$ cat config.mk
export PLATFORM = sky130hd
export DESIGN_NAME = srad_decoder
export DESIGN_NICKNAME = d
export VERILOG_FILES = /design/src/hdl/srad_window_match.v /design/src/hdl/srad_decoder.v
export VERILOG_INCLUDE_DIRS = /design/src /design/src/shared
export SDC_FILE = /design/constraint.sdc
export NUM_CORES = 1
export LEC_CHECK = 0
export BUFFER_PORTS_ARGS = -buffer_cell sky130_fd_sc_hd__buf_2
export CAP_MARGIN = 0
export CORE_UTILIZATION = 30
export CTS_CLUSTER_SIZE = 14
export DETAILED_ROUTE_END_ITERATION = 6
export PLACE_DENSITY = 0.52
export REMOVE_ABC_BUFFERS = 1
export SKIP_CTS_REPAIR_TIMING = 1
export SYNTH_ARGS = -nofsm -noshare
export SYNTH_HDL_FRONTEND = slang
export SYNTH_SLANG_ARGS = --single-unit
$ cat constraint.sdc
create_clock -name clock -period 3.2 [get_ports clock]
set_clock_uncertainty 0.05 [all_clocks]
set_input_delay 0.8 -clock clock [delete_from_list [all_inputs] [get_ports clock]]
set_output_delay 0.8 -clock clock [all_outputs]
set_load 0.01 [all_outputs]
$ cat src/shared/srad_map.vh
`ifndef SRAD_MAP_VH
`define SRAD_MAP_VH
// ----------------------------------------
// Register byte offsets
// ----------------------------------------
`define SRAD_OFF_D0_LOW     12'h000
`define SRAD_OFF_D0_HIGH    12'h004
`define SRAD_OFF_D1_LOW     12'h008
`define SRAD_OFF_D1_HIGH    12'h00C
`define SRAD_OFF_D2_LOW     12'h010
`define SRAD_OFF_D2_HIGH    12'h014
`define SRAD_OFF_D3_LOW     12'h018
`define SRAD_OFF_D3_HIGH    12'h01C
`define SRAD_OFF_STATUS     12'h020
// ----------------------------------------
// Field positions
// ----------------------------------------
`define SRAD_REGION_HI      31
`define SRAD_REGION_LO      28
`define SRAD_BOUND_HI       27
`define SRAD_BOUND_LO       20
`define SRAD_WIN_MASK       32'hFFF0_0000
// ----------------------------------------
// Reset values
// ----------------------------------------
`define SRAD_RST_D0_LOW     32'h0000_0000
`define SRAD_RST_D0_HIGH    32'h007F_FFFF
`define SRAD_RST_D1_LOW     32'h0080_0000
`define SRAD_RST_D1_HIGH    32'h00FF_FFFF
`define SRAD_RST_D2_LOW     32'h0100_0000
`define SRAD_RST_D2_HIGH    32'h017F_FFFF
`define SRAD_RST_D3_LOW     32'h0180_0000
`define SRAD_RST_D3_HIGH    32'h01FF_FFFF
`endif

$ cat src/hdl/srad_window_match.v
`timescale 1ns/1ps
// ----------------------------------------
// One device window comparator
// ----------------------------------------
module srad_window_match (
   input  wire [31:0] addr,
   input  wire [31:0] win_low,
   input  wire [31:0] win_high,
   output wire        hit
);
   wire region_ok;
   wire low_ok;
   wire high_ok;

   assign region_ok = addr[31:28] == win_low[31:28];
   assign low_ok    = addr[27:20] >= win_low[27:20];
   assign high_ok   = addr[27:20] <= win_high[27:20];
   // Low above high makes low_ok and high_ok exclusive
   assign hit       = region_ok & low_ok & high_ok;
endmodule // srad_window_match

$ cat src/hdl/srad_decoder.v
// Summary of operation
// - Address space is sixteen 256 MB regions chosen by address bits 31 to 28.
// - A device hits only if address bits 31 to 28 equal its low register region field.
// - Address bits 27 to 20 must be at least the low register bound.
// - Address bits 27 to 20 must be at most the high register bound.
// - When all three checks hold for device n and bus_valid is high, chip select n is asserted low on the next clock.
// - A low bound above the high bound disables the device.
// - The high region field is forced to the low region field so crossings read back differently.
// - After reset the windows are four consecutive 8 MB ranges from zero.
//
// The APB interface to the registers and the placing of the registers were chosen for this implementation.
`timescale 1ns/1ps
`include "srad_map.vh"
module srad_decoder #(
   parameter NDEV = 4
) (
   input  wire            clock,
   input  wire            nrst,
   input  wire            psel,
   input  wire            penable,
   input  wire            pwrite,
   input  wire [11:0]     paddr,
   input  wire [31:0]     pwdata,
   output reg  [31:0]     prdata,
   output reg             pready,
   output reg             pslverr,
   input  wire            bus_valid,
   input  wire [31:0]     bus_physical_address,
   output reg  [NDEV-1:0] memory_chip_select_n,
   output reg             bus_unclaimed,
   output reg             bus_decoded
);
   // ----------------------------------------
   // Window registers and decode nets
   // ----------------------------------------
   reg  [31:0]     device0_window_low_q;
   reg  [31:0]     device0_window_low_d;
   reg  [31:0]     device0_window_high_q;
   reg  [31:0]     device0_window_high_d;
   reg  [31:0]     device1_window_low_q;
   reg  [31:0]     device1_window_low_d;
   reg  [31:0]     device1_window_high_q;
   reg  [31:0]     device1_window_high_d;
   reg  [31:0]     device2_window_low_q;
   reg  [31:0]     device2_window_low_d;
   reg  [31:0]     device2_window_high_q;
   reg  [31:0]     device2_window_high_d;
   reg  [31:0]     device3_window_low_q;
   reg  [31:0]     device3_window_low_d;
   reg  [31:0]     device3_window_high_q;
   reg  [31:0]     device3_window_high_d;
   reg  [11:0]     last_addr_q;
   reg             last_unclaimed_q;
   reg             sel_d0_low;
   reg             sel_d0_high;
   reg             sel_d1_low;
   reg             sel_d1_high;
   reg             sel_d2_low;
   reg             sel_d2_high;
   reg             sel_d3_low;
   reg             sel_d3_high;
   reg             sel_status;
   reg             sel_none;
   reg  [31:0]     rd_d;
   wire            acc;
   wire            wr;
   wire            rd;
   wire            clr_status;
   wire            miss;
   wire [NDEV-1:0] hit;

   assign acc        = psel & penable & ~pready;
   assign wr         = acc & pwrite;
   assign rd         = acc & ~pwrite;
   assign clr_status = wr & sel_status & pwdata[0];
   assign miss       = bus_valid & ~|hit;

   // ----------------------------------------
   // APB address decode
   // ----------------------------------------
   always @* begin
      sel_d0_low  = 1'b0;
      sel_d0_high = 1'b0;
      sel_d1_low  = 1'b0;
      sel_d1_high = 1'b0;
      sel_d2_low  = 1'b0;
      sel_d2_high = 1'b0;
      sel_d3_low  = 1'b0;
      sel_d3_high = 1'b0;
      sel_status  = 1'b0;
      sel_none    = 1'b0;
      if (paddr == `SRAD_OFF_D0_LOW) begin
         sel_d0_low = 1'b1;
      end else if (paddr == `SRAD_OFF_D0_HIGH) begin
         sel_d0_high = 1'b1;
      end else if (paddr == `SRAD_OFF_D1_LOW) begin
         sel_d1_low = 1'b1;
      end else if (paddr == `SRAD_OFF_D1_HIGH) begin
         sel_d1_high = 1'b1;
      end else if (paddr == `SRAD_OFF_D2_LOW) begin
         sel_d2_low = 1'b1;
      end else if (paddr == `SRAD_OFF_D2_HIGH) begin
         sel_d2_high = 1'b1;
      end else if (paddr == `SRAD_OFF_D3_LOW) begin
         sel_d3_low = 1'b1;
      end else if (paddr == `SRAD_OFF_D3_HIGH) begin
         sel_d3_high = 1'b1;
      end else if (paddr == `SRAD_OFF_STATUS) begin
         sel_status = 1'b1;
      end else begin
         sel_none = 1'b1;
      end
   end

   // ----------------------------------------
   // Device 0 window
   // ----------------------------------------
   always @* begin
      device0_window_low_d  = device0_window_low_q;
      device0_window_high_d = device0_window_high_q;
      if (wr & sel_d0_low) begin
         device0_window_low_d  = pwdata;
         device0_window_high_d = {pwdata[31:28], device0_window_high_q[27:0]};
      end else if (wr & sel_d0_high) begin
         device0_window_high_d = {device0_window_low_q[31:28], pwdata[27:0]};
      end
   end

   always @(posedge clock) begin
      if (!nrst) begin
         device0_window_low_q  <= `SRAD_RST_D0_LOW;
         device0_window_high_q <= `SRAD_RST_D0_HIGH;
      end else begin
         device0_window_low_q  <= device0_window_low_d;
         device0_window_high_q <= device0_window_high_d;
      end
   end

   // ----------------------------------------
   // Device 1 window
   // ----------------------------------------
   always @* begin
      device1_window_low_d  = device1_window_low_q;
      device1_window_high_d = device1_window_high_q;
      if (wr & sel_d1_low) begin
         device1_window_low_d  = pwdata;
         device1_window_high_d = {pwdata[31:28], device1_window_high_q[27:0]};
      end else if (wr & sel_d1_high) begin
         device1_window_high_d = {device1_window_low_q[31:28], pwdata[27:0]};
      end
   end

   always @(posedge clock) begin
      if (!nrst) begin
         device1_window_low_q  <= `SRAD_RST_D1_LOW;
         device1_window_high_q <= `SRAD_RST_D1_HIGH;
      end else begin
         device1_window_low_q  <= device1_window_low_d;
         device1_window_high_q <= device1_window_high_d;
      end
   end

   // ----------------------------------------
   // Device 2 window
   // ----------------------------------------
   always @* begin
      device2_window_low_d  = device2_window_low_q;
      device2_window_high_d = device2_window_high_q;
      if (wr & sel_d2_low) begin
         device2_window_low_d  = pwdata;
         device2_window_high_d = {pwdata[31:28], device2_window_high_q[27:0]};
      end else if (wr & sel_d2_high) begin
         device2_window_high_d = {device2_window_low_q[31:28], pwdata[27:0]};
      end
   end

   always @(posedge clock) begin
      if (!nrst) begin
         device2_window_low_q  <= `SRAD_RST_D2_LOW;
         device2_window_high_q <= `SRAD_RST_D2_HIGH;
      end else begin
         device2_window_low_q  <= device2_window_low_d;
         device2_window_high_q <= device2_window_high_d;
      end
   end

   // ----------------------------------------
   // Device 3 window
   // ----------------------------------------
   always @* begin
      device3_window_low_d  = device3_window_low_q;
      device3_window_high_d = device3_window_high_q;
      if (wr & sel_d3_low) begin
         device3_window_low_d  = pwdata;
         device3_window_high_d = {pwdata[31:28], device3_window_high_q[27:0]};
      end else if (wr & sel_d3_high) begin
         device3_window_high_d = {device3_window_low_q[31:28], pwdata[27:0]};
      end
   end

   always @(posedge clock) begin
      if (!nrst) begin
         device3_window_low_q  <= `SRAD_RST_D3_LOW;
         device3_window_high_q <= `SRAD_RST_D3_HIGH;
      end else begin
         device3_window_low_q  <= device3_window_low_d;
         device3_window_high_q <= device3_window_high_d;
      end
   end

   // ----------------------------------------
   // APB read mux and answer
   // ----------------------------------------
   always @* begin
      rd_d = 32'h0000_0000;
      if (sel_d0_low) begin
         rd_d = device0_window_low_q;
      end else if (sel_d0_high) begin
         rd_d = device0_window_high_q;
      end else if (sel_d1_low) begin
         rd_d = device1_window_low_q;
      end else if (sel_d1_high) begin
         rd_d = device1_window_high_q;
      end else if (sel_d2_low) begin
         rd_d = device2_window_low_q;
      end else if (sel_d2_high) begin
         rd_d = device2_window_high_q;
      end else if (sel_d3_low) begin
         rd_d = device3_window_low_q;
      end else if (sel_d3_high) begin
         rd_d = device3_window_high_q;
      end else if (sel_status) begin
         rd_d = {last_addr_q, 19'h0_0000, last_unclaimed_q};
      end
   end

   always @(posedge clock) begin
      if (!nrst) begin
         pready <= 1'b0;
      end else begin
         pready <= acc;
      end
   end

   always @(posedge clock) begin
      if (!nrst) begin
         pslverr <= 1'b0;
      end else begin
         pslverr <= acc & sel_none;
      end
   end

   always @(posedge clock) begin
      if (!nrst) begin
         prdata <= 32'h0000_0000;
      end else begin
         prdata <= rd ? rd_d : 32'h0000_0000;
      end
   end

   // ----------------------------------------
   // Decode, one comparator per device
   // ----------------------------------------
   srad_window_match u_match0 (
      .addr     (bus_physical_address),
      .win_low  (device0_window_low_q),
      .win_high (device0_window_high_q),
      .hit      (hit[0])
   );

   srad_window_match u_match1 (
      .addr     (bus_physical_address),
      .win_low  (device1_window_low_q),
      .win_high (device1_window_high_q),
      .hit      (hit[1])
   );

   srad_window_match u_match2 (
      .addr     (bus_physical_address),
      .win_low  (device2_window_low_q),
      .win_high (device2_window_high_q),
      .hit      (hit[2])
   );

   srad_window_match u_match3 (
      .addr     (bus_physical_address),
      .win_low  (device3_window_low_q),
      .win_high (device3_window_high_q),
      .hit      (hit[3])
   );

   // ----------------------------------------
   // Registered outputs
   // ----------------------------------------
   // Selects lag the address by one clock
   always @(posedge clock) begin
      if (!nrst) begin
         memory_chip_select_n <= {NDEV{1'b1}};
      end else if (bus_valid) begin
         memory_chip_select_n <= ~hit;
      end else begin
         memory_chip_select_n <= {NDEV{1'b1}};
      end
   end

   always @(posedge clock) begin
      if (!nrst) begin
         bus_unclaimed <= 1'b0;
      end else begin
         bus_unclaimed <= miss;
      end
   end

   always @(posedge clock) begin
      if (!nrst) begin
         bus_decoded <= 1'b0;
      end else begin
         bus_decoded <= bus_valid;
      end
   end

   // ----------------------------------------
   // Unclaimed status capture
   // ----------------------------------------
   // A new miss wins over a clear in the same cycle
   always @(posedge clock) begin
      if (!nrst) begin
         last_addr_q      <= 12'h000;
         last_unclaimed_q <= 1'b0;
      end else if (miss) begin
         last_addr_q      <= bus_physical_address[31:20];
         last_unclaimed_q <= 1'b1;
      end else if (clr_status) begin
         last_unclaimed_q <= 1'b0;
      end
   end
endmodule // srad_decoder

======== Word-level counts from Yosys, hierarchy flattened ========
Index checks and enable logic that the tools add are counted.
word-level totals
  bits in registers ....................... 309
  bits of input ports ..................... 82
  output and inout bits ................... 40
  word-level logic and storage cells ...... 158
cells by class
  bitwise operators ....................... 31
  mux-type cells .......................... 73
  order comparisons ....................... 8
  reduce and logical (&&, ||, !) cells .... 14
  eq/ne operators ......................... 12
operators by type and width
  cell                                                                    count
  32-bit 2-to-1 mux                                                       17
  1-bit 2-to-1 mux                                                        56
  12-bit by 5-bit equality test with 1-bit output, second input constant  4
  8-bit greater-or-equal comparator                                       4
  8-bit less-or-equal comparator                                          4
  1-bit AND                                                               24
  12-bit by 4-bit equality test with 1-bit output, second input constant  2
  4-bit equality test                                                     4
  12-bit by 3-bit equality test with 1-bit output, second input constant  1
  12-bit by 6-bit equality test with 1-bit output, second input constant  1
  12-bit logical NOT                                                      1
  2-bit AND reduction                                                     6
  2-bit nonzero test                                                      5
  1-bit inverter                                                          6
  4-bit inverter                                                          1
  4-bit OR reduction                                                      1
  1-bit logical NOT                                                       1

======== Depth between registers and ports, before layout ========
Gate-level depths: netlist of run 1.
  depth in word-level cells ............... 19
  gate-level depth with buffers ........... 10
  mapped depth without buffers ............ 9

======== Hierarchy ========
A second synthesis of run 1 with hierarchy kept.
unflattened totals
  cells, all modules ...................... 1875
  area total of the unflattened synthesis .. 15005.6 sq um
by module, submodules not included
  module             instances  area an instance (sq um)  cells each  seq. area each (sq um)
  srad_decoder       1          13148.9                   1635        6185.9
  srad_window_match  4          464.2                     60          0.0

======== Worst setup path after synthesis of run 1 ========
OpenSTA, ideal clock, no wires.
  kind .................................... input to register
  from .................................... in bus_physical_address[20]
  to ...................................... reg last_addr_q[10]
  buffers on the path ..................... 1
  stages on the path ...................... 10
  library setup time ...................... 121 ps
  arrival ................................. 2441 ps
  required time ........................... 3029 ps
  path slack .............................. 589 ps
  path through ............................ inv_1 -> ha_1 -> nand2b_1 -> a21o_1 -> a21oi_1 -> o21ai_0 -> o211ai_1 -> nand4_1 -> buf_4 -> mux2i_1
between the ends
  word-level cells in the longest chain between the ends .. 6
  elaborated cells between the ends (all ways) .. 19
  classes of those cells .................. order compare: 8; bitwise: 9; reduce/logical: 2
ends and longest elaborated chain
  item                               RTL line                source
  start, declared                    srad_decoder.v:28       input wire [31:0] bus_physical_address,
  8-bit greater-or-equal comparator  srad_window_match.v:16  assign low_ok = addr[27:20] >= win_low[27:20];
  1-bit AND (2 in a row)             srad_window_match.v:19  assign hit = region_ok & low_ok & high_ok;
  4-bit OR reduction *               srad_decoder.v:76       assign miss = bus_valid & ~|hit;
  1-bit logical NOT *                srad_decoder.v:76
  1-bit AND *                        srad_decoder.v:76
  end signal, assigned               srad_decoder.v:331      last_addr_q <= bus_physical_address[31:20];
  end, declared                      srad_decoder.v:52       reg [11:0] last_addr_q;
Every way passes the cells marked *; elsewhere a longest branch is shown, timed or not.
A chain may end at the register's enable or synchronous reset.

======== Worst setup path in the final report of run 1 ========
  from .................................... in bus_physical_address[20]
  to ...................................... reg last_addr_q[1]
Same word-level chain as after synthesis.

==> impl_metrics.json, run 1 <==
{
  "dieArea_um2": 49900,
  "synth_edf_count": 0,
  "final_cell_mix": "nand2_1, dfxtp_1, a21oi_1",
  "syn_to_final_growth_pct": 17.3,
  "powerDensity_nw_per_um2": 492,
  "period_share_pct": 77.1,
  "dominantRegCellSynth": "dfxtp_1",
  "hold_class": "register to register",
  "leakage_nw": 6.67,
  "port_buffers": 101,
  "max_slew_margin_pct": 44.8,
  "whs_ns": 0.399,
  "slowest_stage": "ha_1",
  "tightest_slew_ns": 0.828,
  "totalNegativeSetupSlack_ns": 0,
  "final_common_cell": "nand2_1",
  "min_period_ns": 2.47,
  "layout-drive-gt1-share_pct": 13.1,
  "routed_wl_um": 53000,
  "antenna_found_initial": 3,
  "multi_input_area_um2": 7540,
  "slowest_delay_ns": 0.28,
  "start_kind": "primary input",
  "die_width_um": 223,
  "row_count": 80,
  "ant_nets": 0,
  "ir_drop_mv": 0.333,
  "power_w": 0.00849,
  "cap_violations": 0,
  "insertion_delay_ns": 0.55,
  "yosysUniqueCellTypes": 54,
  "num-fill-cells": 5089,
  "register_area_um2": 6190,
  "drtPass1Iterations": 6,
  "place_congestion": 0.864,
  "critPathKind": "primary input to register",
  "grt_pass1_wl_um": 79900,
  "grt_pass1_vias": 13300,
  "yosys_warnings": 0,
  "avgSynthCellArea_um2": 7.49,
  "arrival_ns": 2.85,
  "ys_async_sr_fraction_pct": 0,
  "setup_viol": 0,
  "clock_path_buffers": 3,
  "slew_violations": 0,
  "drt_iter0_drc": 1256,
  "overflow": 0,
  "syn-instance-count": 1964,
  "clkTransAtPathRegs_ns": 0.06,
  "cts_buffers": 37,
  "start_util_pct": 30.6,
  "cts_root_buffer": "clkbuf_16",
  "worstSetupEndpointType": "register",
  "viasPerCell": 5.31,
  "max_freq_ghz": 0.405,
  "grt_usage_pct": 21.0,
  "die_y_um": 223,
  "cp.required_ns": 3.58,
  "netlist_area_um2": 14700,
  "hold_violations": 0,
  "nets": 2161,
  "cts_tree": "yes",
  "drc_errors": 0,
  "status": "completed",
  "post-dp-hpwl_um": 34200,
  "cp_cell_sequence": "buf_2, inv_1, ha_1, nand2b_1, a21o_1, a21oi_1, o21ai_0, o211ai_1, nand4_1, buf_12, mux2i_1",
  "rsz0062_at_grt": "no",
  "num_antenna_cells": 0,
  "htree_levels": 2,
  "coreArea_um2": 48000,
  "pin_count": 122,
  "ys_seq_area_share_pct": 42.1,
  "worst-path-max-fanout": 14,
  "clock-sinks": 309,
  "avgRoutedWirePerCell_um": 20.0,
  "synth_seq_cells": 309,
  "grt_max_degree": 72,
  "vias": 14100
}
state kept, by name (all words and copies together) (netlist names), 4 cells and up:
name / count
device0_window_high_q: 32
device0_window_low_q: 32
device1_window_high_q: 32
device1_window_low_q: 32
device2_window_high_q: 32
device2_window_low_q: 32
device3_window_high_q: 32
device3_window_low_q: 32
last_addr_q: 12
memory_chip_select_n: 4
prdata: 32
worst max-delay path: cells and delay by family:
| family | cells | cell delay, ns |
|---|---|---|
| AO/OA/AOI/OAI | 4 | 0.72 |
| adder cells (fa/ha/maj) | 1 | 0.28 |
| buffers and inverters | 3 | 0.54 |
| multiplexers | 1 | 0.13 |
| AND/OR/NAND/NOR | 2 | 0.35 |
per-layer routing:
metal	wire length, um	global-route usage [%]	part of all wire, %
met1	23400	28.2	44
met2	23900	33.5	45
met3	3930	3.42	7.4
met4	1780	7.87	3.4
met5	13	0	0.025
path summary, 6_finish.rpt:
kind                            slack, ns                                   from                                   end  cells past startpoint
worst max-delay path                 0.73               bus_physical_address[20]           last_addr_q[1]$_SDFFE_PN0P_                     11
worst min-delay path                 0.40   device0_window_low_q[3]$_SDFFE_PN0P_  device0_window_low_q[3]$_SDFFE_PN0P_                      2
worst max register to register       0.87  device0_window_low_q[22]$_SDFFE_PN0P_           last_addr_q[1]$_SDFFE_PN0P_                     11
worst min register to register       0.40   device0_window_low_q[3]$_SDFFE_PN0P_  device0_window_low_q[3]$_SDFFE_PN0P_                      2
cell type report:
class,instances,share of cell area [%]
Clock buffer,58,6.35
Timing Repair Buffer,188,7.69
Inverter,64,1.41
Multi-Input combinational cell,1415,43.7
Tap cell,615,4.46
Sequential cell,309,35.9
Clock inverter,7,0.522
stage by stage:
| step | setup slack, ns | instances | util [%] | cell area [um2] |
|---|---|---|---|---|
| 2_1_floorplan | -0.648 | 1788 | - | 13900 |
| 3_3_place_gp | 0.218 | 2591 | 33.4 | 16100 |
| 3_5_place_dp | 0.170 | 2591 | 33.4 | 16100 |
| 4_1_cts | 0.736 | 2656 | 35.9 | 17200 |
| 5_1_grt | 0.578 | 2656 | 35.9 | 17200 |
| 6_report | 0.732 | 2656 | 35.9 | 17200 |
cell usage after synthesis (27+ instances only):
cell	number	share of area, %
o21ai_0	45	1.5
a31oi_1	34	1.4
nand2_1	583	15
a21oi_1	256	8.7
clkbuf_1	108	2.8
buf_2	38	1.3
nor2_1	59	1.5
a22oi_1	30	1.5
nand3_1	100	3.4
ha_1	64	5.4
o22ai_1	27	1.1
dfxtp_1	309	42
inv_1	63	1.6
power by group:
part / total [W] / switching (W) / internal, W
clock network: 0.00415 / 0.00171 / 0.00244
registers: 0.00387 / 0.00000666 / 0.00386
logic: 0.000473 / 0.000332 / 0.000141
total: 0.00849 / 0.00205 / 0.00644
kinds of logic (layout without fill, tap and decap cells):
| logic type | count (synthesis) | after routing | synth area share [%] |
|---|---|---|---|
| AND/OR/NAND/NOR | 852 | 852 | 24.8 |
| AO/OA/AOI/OAI | 462 | 462 | 18.2 |
| flip-flops | 309 | 309 | 42.1 |
| buffers and inverters | 240 | 317 | 7.11 |
| adder cells (fa/ha/maj) | 64 | 64 | 5.44 |
| multiplexers | 21 | 21 | 1.46 |
| XOR/XNOR | 16 | 16 | 0.953 |
(Power assumes the default switching activity.)
==> inputs of run 2 (changes only) <==
==> constraint.sdc (replaced) <==
create_clock -name clock -period 2.5 [get_ports clock]
set_clock_uncertainty 0.05 [all_clocks]
set_input_delay 0.625 -clock clock [delete_from_list [all_inputs] [get_ports clock]]
set_output_delay 0.625 -clock clock [all_outputs]
set_load 0.01 [all_outputs]
==> run 2 against run 1 <==
Net effect: the flow now finishes with violations (design-rule violations); final area grew 6.5%; first-iteration DRC count grew 14%; sequential power grew 28%; critical path type is now register to register; utilization grew 2.3 points; via count grew 1.1%; clock-buffer cell count shrank 4; global-route usage grew 0.44 points; register-to-register slack lost 0.82 ns; worst hold slack lost 0.10 ns; sequential cell count is the same; critical path depth grew 2; combinational power grew 46%.
==> impl_metrics.json, run 2 (synthesis results as in run 1) <==
{
  "vias": 14300,
  "drc_errors": 2,
  "status": "finished, violations left",
  "coreArea_um2": 48000,
  "clock-sinks": 309,
  "pin_count": 122,
  "r2r-end": "last_addr_q[4]$_SDFFE_PN0P_",
  "max_freq_ghz": 0.408,
  "timing.rr.start": "device3_window_low_q[22]$_SDFFE_PN0P_",
  "tightest_slew_ns": 0.615,
  "viasPerCell": 5.20,
  "post-dp-hpwl_um": 36500,
  "cts_root_buffer": "clkbuf_16",
  "final_cell_mix": "nand2_1, dfxtp_1, a21oi_1",
  "port_buffers": 101,
  "die_width_um": 223,
  "rrSetupSlack_ns": 0.05,
  "power_w": 0.0112,
  "grt_pass1_vias": 13500,
  "syn_to_final_growth_pct": 24.9,
  "period_share_pct": 98.1,
  "num_antenna_cells": 0,
  "powerDensity_nw_per_um2": 612,
  "drt_iter0_drc": 1428,
  "r2r_cells": 13,
  "leakage_nw": 7.26,
  "start_kind": "register",
  "cap_violations": 0,
  "hold_path_depth": 3,
  "clock_path_buffers": 3,
  "setup_viol": 0,
  "register_area_um2": 6190,
  "critPathKind": "register to register",
  "drtPass1Iterations": 7,
  "ir_drop_mv": 0.468,
  "grt_max_degree": 87,
  "cp-startpoint": "device3_window_low_q[22]$_SDFFE_PN0P_",
  "antenna_found_initial": 2,
  "min_period_ns": 2.45,
  "cts_tree": "yes",
  "endpoint": "last_addr_q[4]$_SDFFE_PN0P_",
  "avgRoutedWirePerCell_um": 19.6,
  "layout-drive-gt1-share_pct": 17.1,
  "worst-path-max-fanout": 4,
  "nets": 2252,
  "fin_cells": 2743,
  "row_count": 80,
  "grt_usage_pct": 21.4,
  "worstSetupEndpointType": "register",
  "final_common_cell": "nand2_1",
  "place_inst": 2680,
  "slew_violations": 0,
  "ant_nets": 0,
  "start_util_pct": 30.6,
  "hold_violations": 0,
  "hold_class": "primary input to register",
  "routed_wl_um": 53900,
  "num-fill-cells": 4951,
  "htree_levels": 2,
  "max_slew_margin_pct": 59.0,
  "insertion_delay_ns": 0.55,
  "cts_buffers": 37,
  "rsz0062_at_grt": "no",
  "violations": "design-rule violations",
  "overflow": 0,
  "clkTransAtPathRegs_ns": 0.05,
  "dp_slack_ns": -0.443,
  "place_congestion": 0.911,
  "dieArea_um2": 49900,
  "multi_input_area_um2": 7550,
  "cp.required_ns": 2.88,
  "die_y_um": 223,
  "grt_pass1_wl_um": 81300,
  "arrival_ns": 2.84,
  "setup_ws_ns": 0.0475
}
[run 2: critical path, cell delays in order (launching register included)]
cell and delay, ns:
dfxtp_2 0.34, inv_1 0.05, ha_1 0.28, a21oi_1 0.13, o21ai_1 0.08, buf_4 0.14, nand4_1 0.10, a31oi_2 0.13
buf_4 0.17, a21boi_0 0.26, nand4_1 0.14, buf_4 0.20, clkbuf_16 0.16, mux2i_1 0.11
[run 2: worst min path at each step]
stage / endpoint / start / slack [ns]
floorplan: device1_window_high_q[10]$_SDFFE_PN1P_ / device1_window_high_q[10]$_SDFFE_PN1P_ / 0.38
detailed placement: device0_window_low_q[19]$_SDFFE_PN0P_ / device0_window_low_q[19]$_SDFFE_PN0P_ / 0.39
global placement: device0_window_low_q[3]$_SDFFE_PN0P_ / device0_window_low_q[3]$_SDFFE_PN0P_ / 0.39
finish: bus_decoded$_SDFF_PN0_ / bus_valid / 0.29
CTS: bus_decoded$_SDFF_PN0_ / bus_valid / 0.28
global route: bus_decoded$_SDFF_PN0_ / bus_valid / 0.32
[run 2: power by group]
| group | internal (W) | leakage (nW) | switching, W | total [W] |
|---|---|---|---|---|
| registers | 0.00494 | 2.50 | 0.00000927 | 0.00495 |
| logic | 0.000247 | 4.16 | 0.000445 | 0.000692 |
| clock network | 0.00345 | 0.606 | 0.00215 | 0.00560 |
| total | 0.00864 | 7.26 | 0.00260 | 0.0112 |
[run 2: area by class of cell]
type                    instances  share of cell area [%]
repair buffers                279                    13.0
multi-input cells            1415                    41.1
flip-flops and latches        309                    33.7
clock buffers                  54                    6.00
well taps                     615                    4.19
inverters                      64                    1.32
clock inverters                 7                   0.769
[run 2: stage by stage]
stage / utilization [%] / area (um2) / hold slack, ns / TNS [ns]
after global routing: 38.2 / 18400 / 0.315 / 0
after detailed placement: 35.5 / 17100 / 0.393 / -35.82
final: 38.2 / 18400 / 0.294 / 0
after global placement: 35.5 / 17100 / 0.390 / -28.79
after CTS: 38.1 / 18300 / 0.280 / -0.506
after floorplan: - / 13900 / 0.380 / -221.93
[run 2: metal layers]
metal / vias up / part of all wire (%) / track usage, %
met3: 100 / 7.2 / 3.37
met5: - / 0.046 / 0
met4: 4 / 2.9 / 7.42
met2: 521 / 45 / 33.8
met1: 6705 / 45 / 29.5
li1: 6943 / - / -
==> inputs of run 3 (changes only) <==
--- a/config.mk
+++ b/config.mk
@@ -6,6 +6,7 @@
 export SDC_FILE = /design/constraint.sdc
 export NUM_CORES = 1
 export LEC_CHECK = 0
+export ABC_AREA = 1
 export BUFFER_PORTS_ARGS = -buffer_cell sky130_fd_sc_hd__buf_2
 export CAP_MARGIN = 0
 export CORE_UTILIZATION = 30
==> run 3 against run 2 <==
Net effect: sequential share of layout area shrank 0.27 points; wire length decreased by 9.9%; utilization is 0.73 points lower; the run now ends clean; clock power shrank 3%; cell count up 7.9%; global-route usage decreased by 2.2 points; via count decreased by 0.22%.
==> impl_metrics.json, run 3 <==
{
  "antenna_found_initial": 0,
  "slowest_delay_ns": 0.36,
  "num_antenna_cells": 0,
  "worstSetupEndpointType": "register",
  "leakage_nw": 8.52,
  "status": "completed",
  "ys_seq_area_share_pct": 40.9,
  "hold_violations": 0,
  "place_inst": 2893,
  "row_count": 81,
  "cts_buffers": 37,
  "crit_buf_inv": 4,
  "drtPass1Iterations": 5,
  "synth_mux_area_share_pct": 0,
  "cp_common_cell": "nand2_1",
  "synth_xor_area_share_pct": 0.811,
  "ir_drop_mv": 0.343,
  "cp_top_family": "simple AND/OR/NAND/NOR gates",
  "clock_path_buffers": 3,
  "dp_slack_ns": -0.538,
  "final_common_cell": "nand2_1",
  "insertion_delay_ns": 0.55,
  "syn-instance-count": 2110,
  "layout-drive-gt1-share_pct": 15.4,
  "yosys_warnings": 0,
  "grt_pass1_vias": 13500,
  "viasPerCell": 4.81,
  "ys_top_cells_by_area": "dfxtp_1, nand2_1, inv_1",
  "post-dp-hpwl_um": 34100,
  "coreArea_um2": 49400,
  "avgSynthCellArea_um2": 7.16,
  "max_freq_ghz": 0.436,
  "routed_wl_um": 48500,
  "r2r_cells": 16,
  "hold_class": "primary input to register",
  "pin_count": 122,
  "cp_cell_sequence": "inv_1, ha_1, a21oi_1, o21ai_0, nand2_1, nand2_1, o21ai_0, buf_4, nand3_1, buf_4, nand2_1, nor2_1, buf_4, nand3_1, nand2_1, nor2_1",
  "fin_cells": 2959,
  "htree_levels": 2,
  "rsz0062_at_grt": "no",
  "tightest_slew_ns": 0.644,
  "ys_async_sr_fraction_pct": 0,
  "synth_seq_cells": 309,
  "synth_top_family_by_area": "compound AO/OA/AOI/OAI gates",
  "synth_compound_area_share_pct": 21.9,
  "slew_violations": 0,
  "slowest_stage": "dfxtp_1",
  "place_congestion": 0.878,
  "cp.depth": 16,
  "port_buffers": 101,
  "cp.required_ns": 2.89,
  "syn_to_final_growth_pct": 22.5,
  "ant_nets": 0,
  "synthSimpleGateAreaFrac_pct": 20.0,
  "dieArea_um2": 51300,
  "die_width_um": 226,
  "yosysUniqueCellTypes": 37,
  "synth_adder_area_share_pct": 5.30,
  "die_y_um": 226,
  "grt_max_degree": 126,
  "start_util_pct": 30.6,
  "arrival_ns": 2.69,
  "dominantRegCellSynth": "dfxtp_1",
  "setup_ws_ns": 0.206,
  "synth_area_leader_cell": "dfxtp_1",
  "vias": 14200,
  "final_cell_mix": "nand2_1, dfxtp_1, inv_1",
  "netlist.area_leader.share_pct": 40.9,
  "avgRoutedWirePerCell_um": 16.4,
  "synth_edf_count": 0,
  "nets": 2414,
  "powerDensity_nw_per_um2": 593,
  "overflow": 0,
  "synth_commonest_cells": "nand2_1, dfxtp_1, inv_1",
  "drt_iter0_drc": 1035,
  "yosysMostFrequentCell": "nand2_1",
  "cts_root_buffer": "clkbuf_16",
  "cts_tree": "yes",
  "grt_usage_pct": 19.2,
  "critPathKind": "register to register",
  "clkTransAtPathRegs_ns": 0.06,
  "cap_violations": 0,
  "grt_pass1_wl_um": 76000,
  "max_slew_margin_pct": 57.1,
  "start_kind": "register",
  "clock-sinks": 309,
  "drc_errors": 0,
  "min_period_ns": 2.29,
  "hold_path_depth": 3,
  "period_share_pct": 91.8,
  "netlist_area_um2": 15100,
  "setup_viol": 0,
  "worst-path-max-fanout": 12
}
## run 3: area by class of cell
type / count / area, um2
fill: 5211 / 30800
timing repair buffer: 251 / 1910
clock inverter: 7 / 66.3
inverter: 286 / 1070
clock buffer: 59 / 1160
multi-input combinational: 1383 / 7290
sequential: 309 / 6190
tap: 664 / 831
## run 3: through the flow
step / instance area [um2] / util [%] / TNS [ns] / hold slack, ns / power (W)
6_report: 18500 / 37.5 / 0 / 0.306 / 0.0110
2_1_floorplan: 14500 / - / -146.76 / 0.374 / 0.00530
3_5_place_dp: 17300 / 35.0 / -15.49 / 0.395 / 0.00565
4_1_cts: 18500 / 37.5 / -0.444 / 0.275 / 0.0111
3_3_place_gp: 17300 / 35.0 / -12.03 / 0.389 / 0.00565
5_1_grt: 18500 / 37.5 / 0 / 0.298 / 0.0114
## run 3: path summary, 6_finish.rpt
path                                                             start                               endpoint  slack, ns
worst min register to register    device2_window_low_q[6]$_SDFFE_PN0P_   device2_window_low_q[6]$_SDFFE_PN0P_       0.40
worst max-delay path            device0_window_high_q[21]$_SDFFE_PN1P_            last_addr_q[7]$_SDFFE_PN0P_       0.21
worst max register to register  device0_window_high_q[21]$_SDFFE_PN1P_            last_addr_q[7]$_SDFFE_PN0P_       0.21
worst min-delay path                                        pwdata[12]  device0_window_low_q[12]$_SDFFE_PN0P_       0.31
## run 3: per-layer routing
metal / share of wire, % / GRT usage, % / up-vias
met4: 3.3 / 7.74 / 0
li1: - / - / 7265
met3: 4.7 / 2.24 / 85
met2: 46 / 31.4 / 332
met5: 0 / 0 / -
met1: 46 / 25.6 / 6560
## run 3: tightest hold or removal path: cells and delay by family
kind / cells / cell delay (ns)
buffers and inverters: 1 / 0.10
AND/OR/NAND/NOR: 1 / 0.07
AO/OA/AOI/OAI: 1 / 0.06
## run 3: kinds of logic after synthesis
logic type,Yosys count
and+or+nand+nor,720
AOI/OAI and AO/OA,585
buffers and inverters,418
DFF,309
adders and majority gates,64
xor gates and xnor gates,14
## run 3: where the power goes
part           internal [W]  switching, W
sequential          0.00495    0.00000998
combinational      0.000209      0.000382
clock               0.00328       0.00215
total               0.00844       0.00254
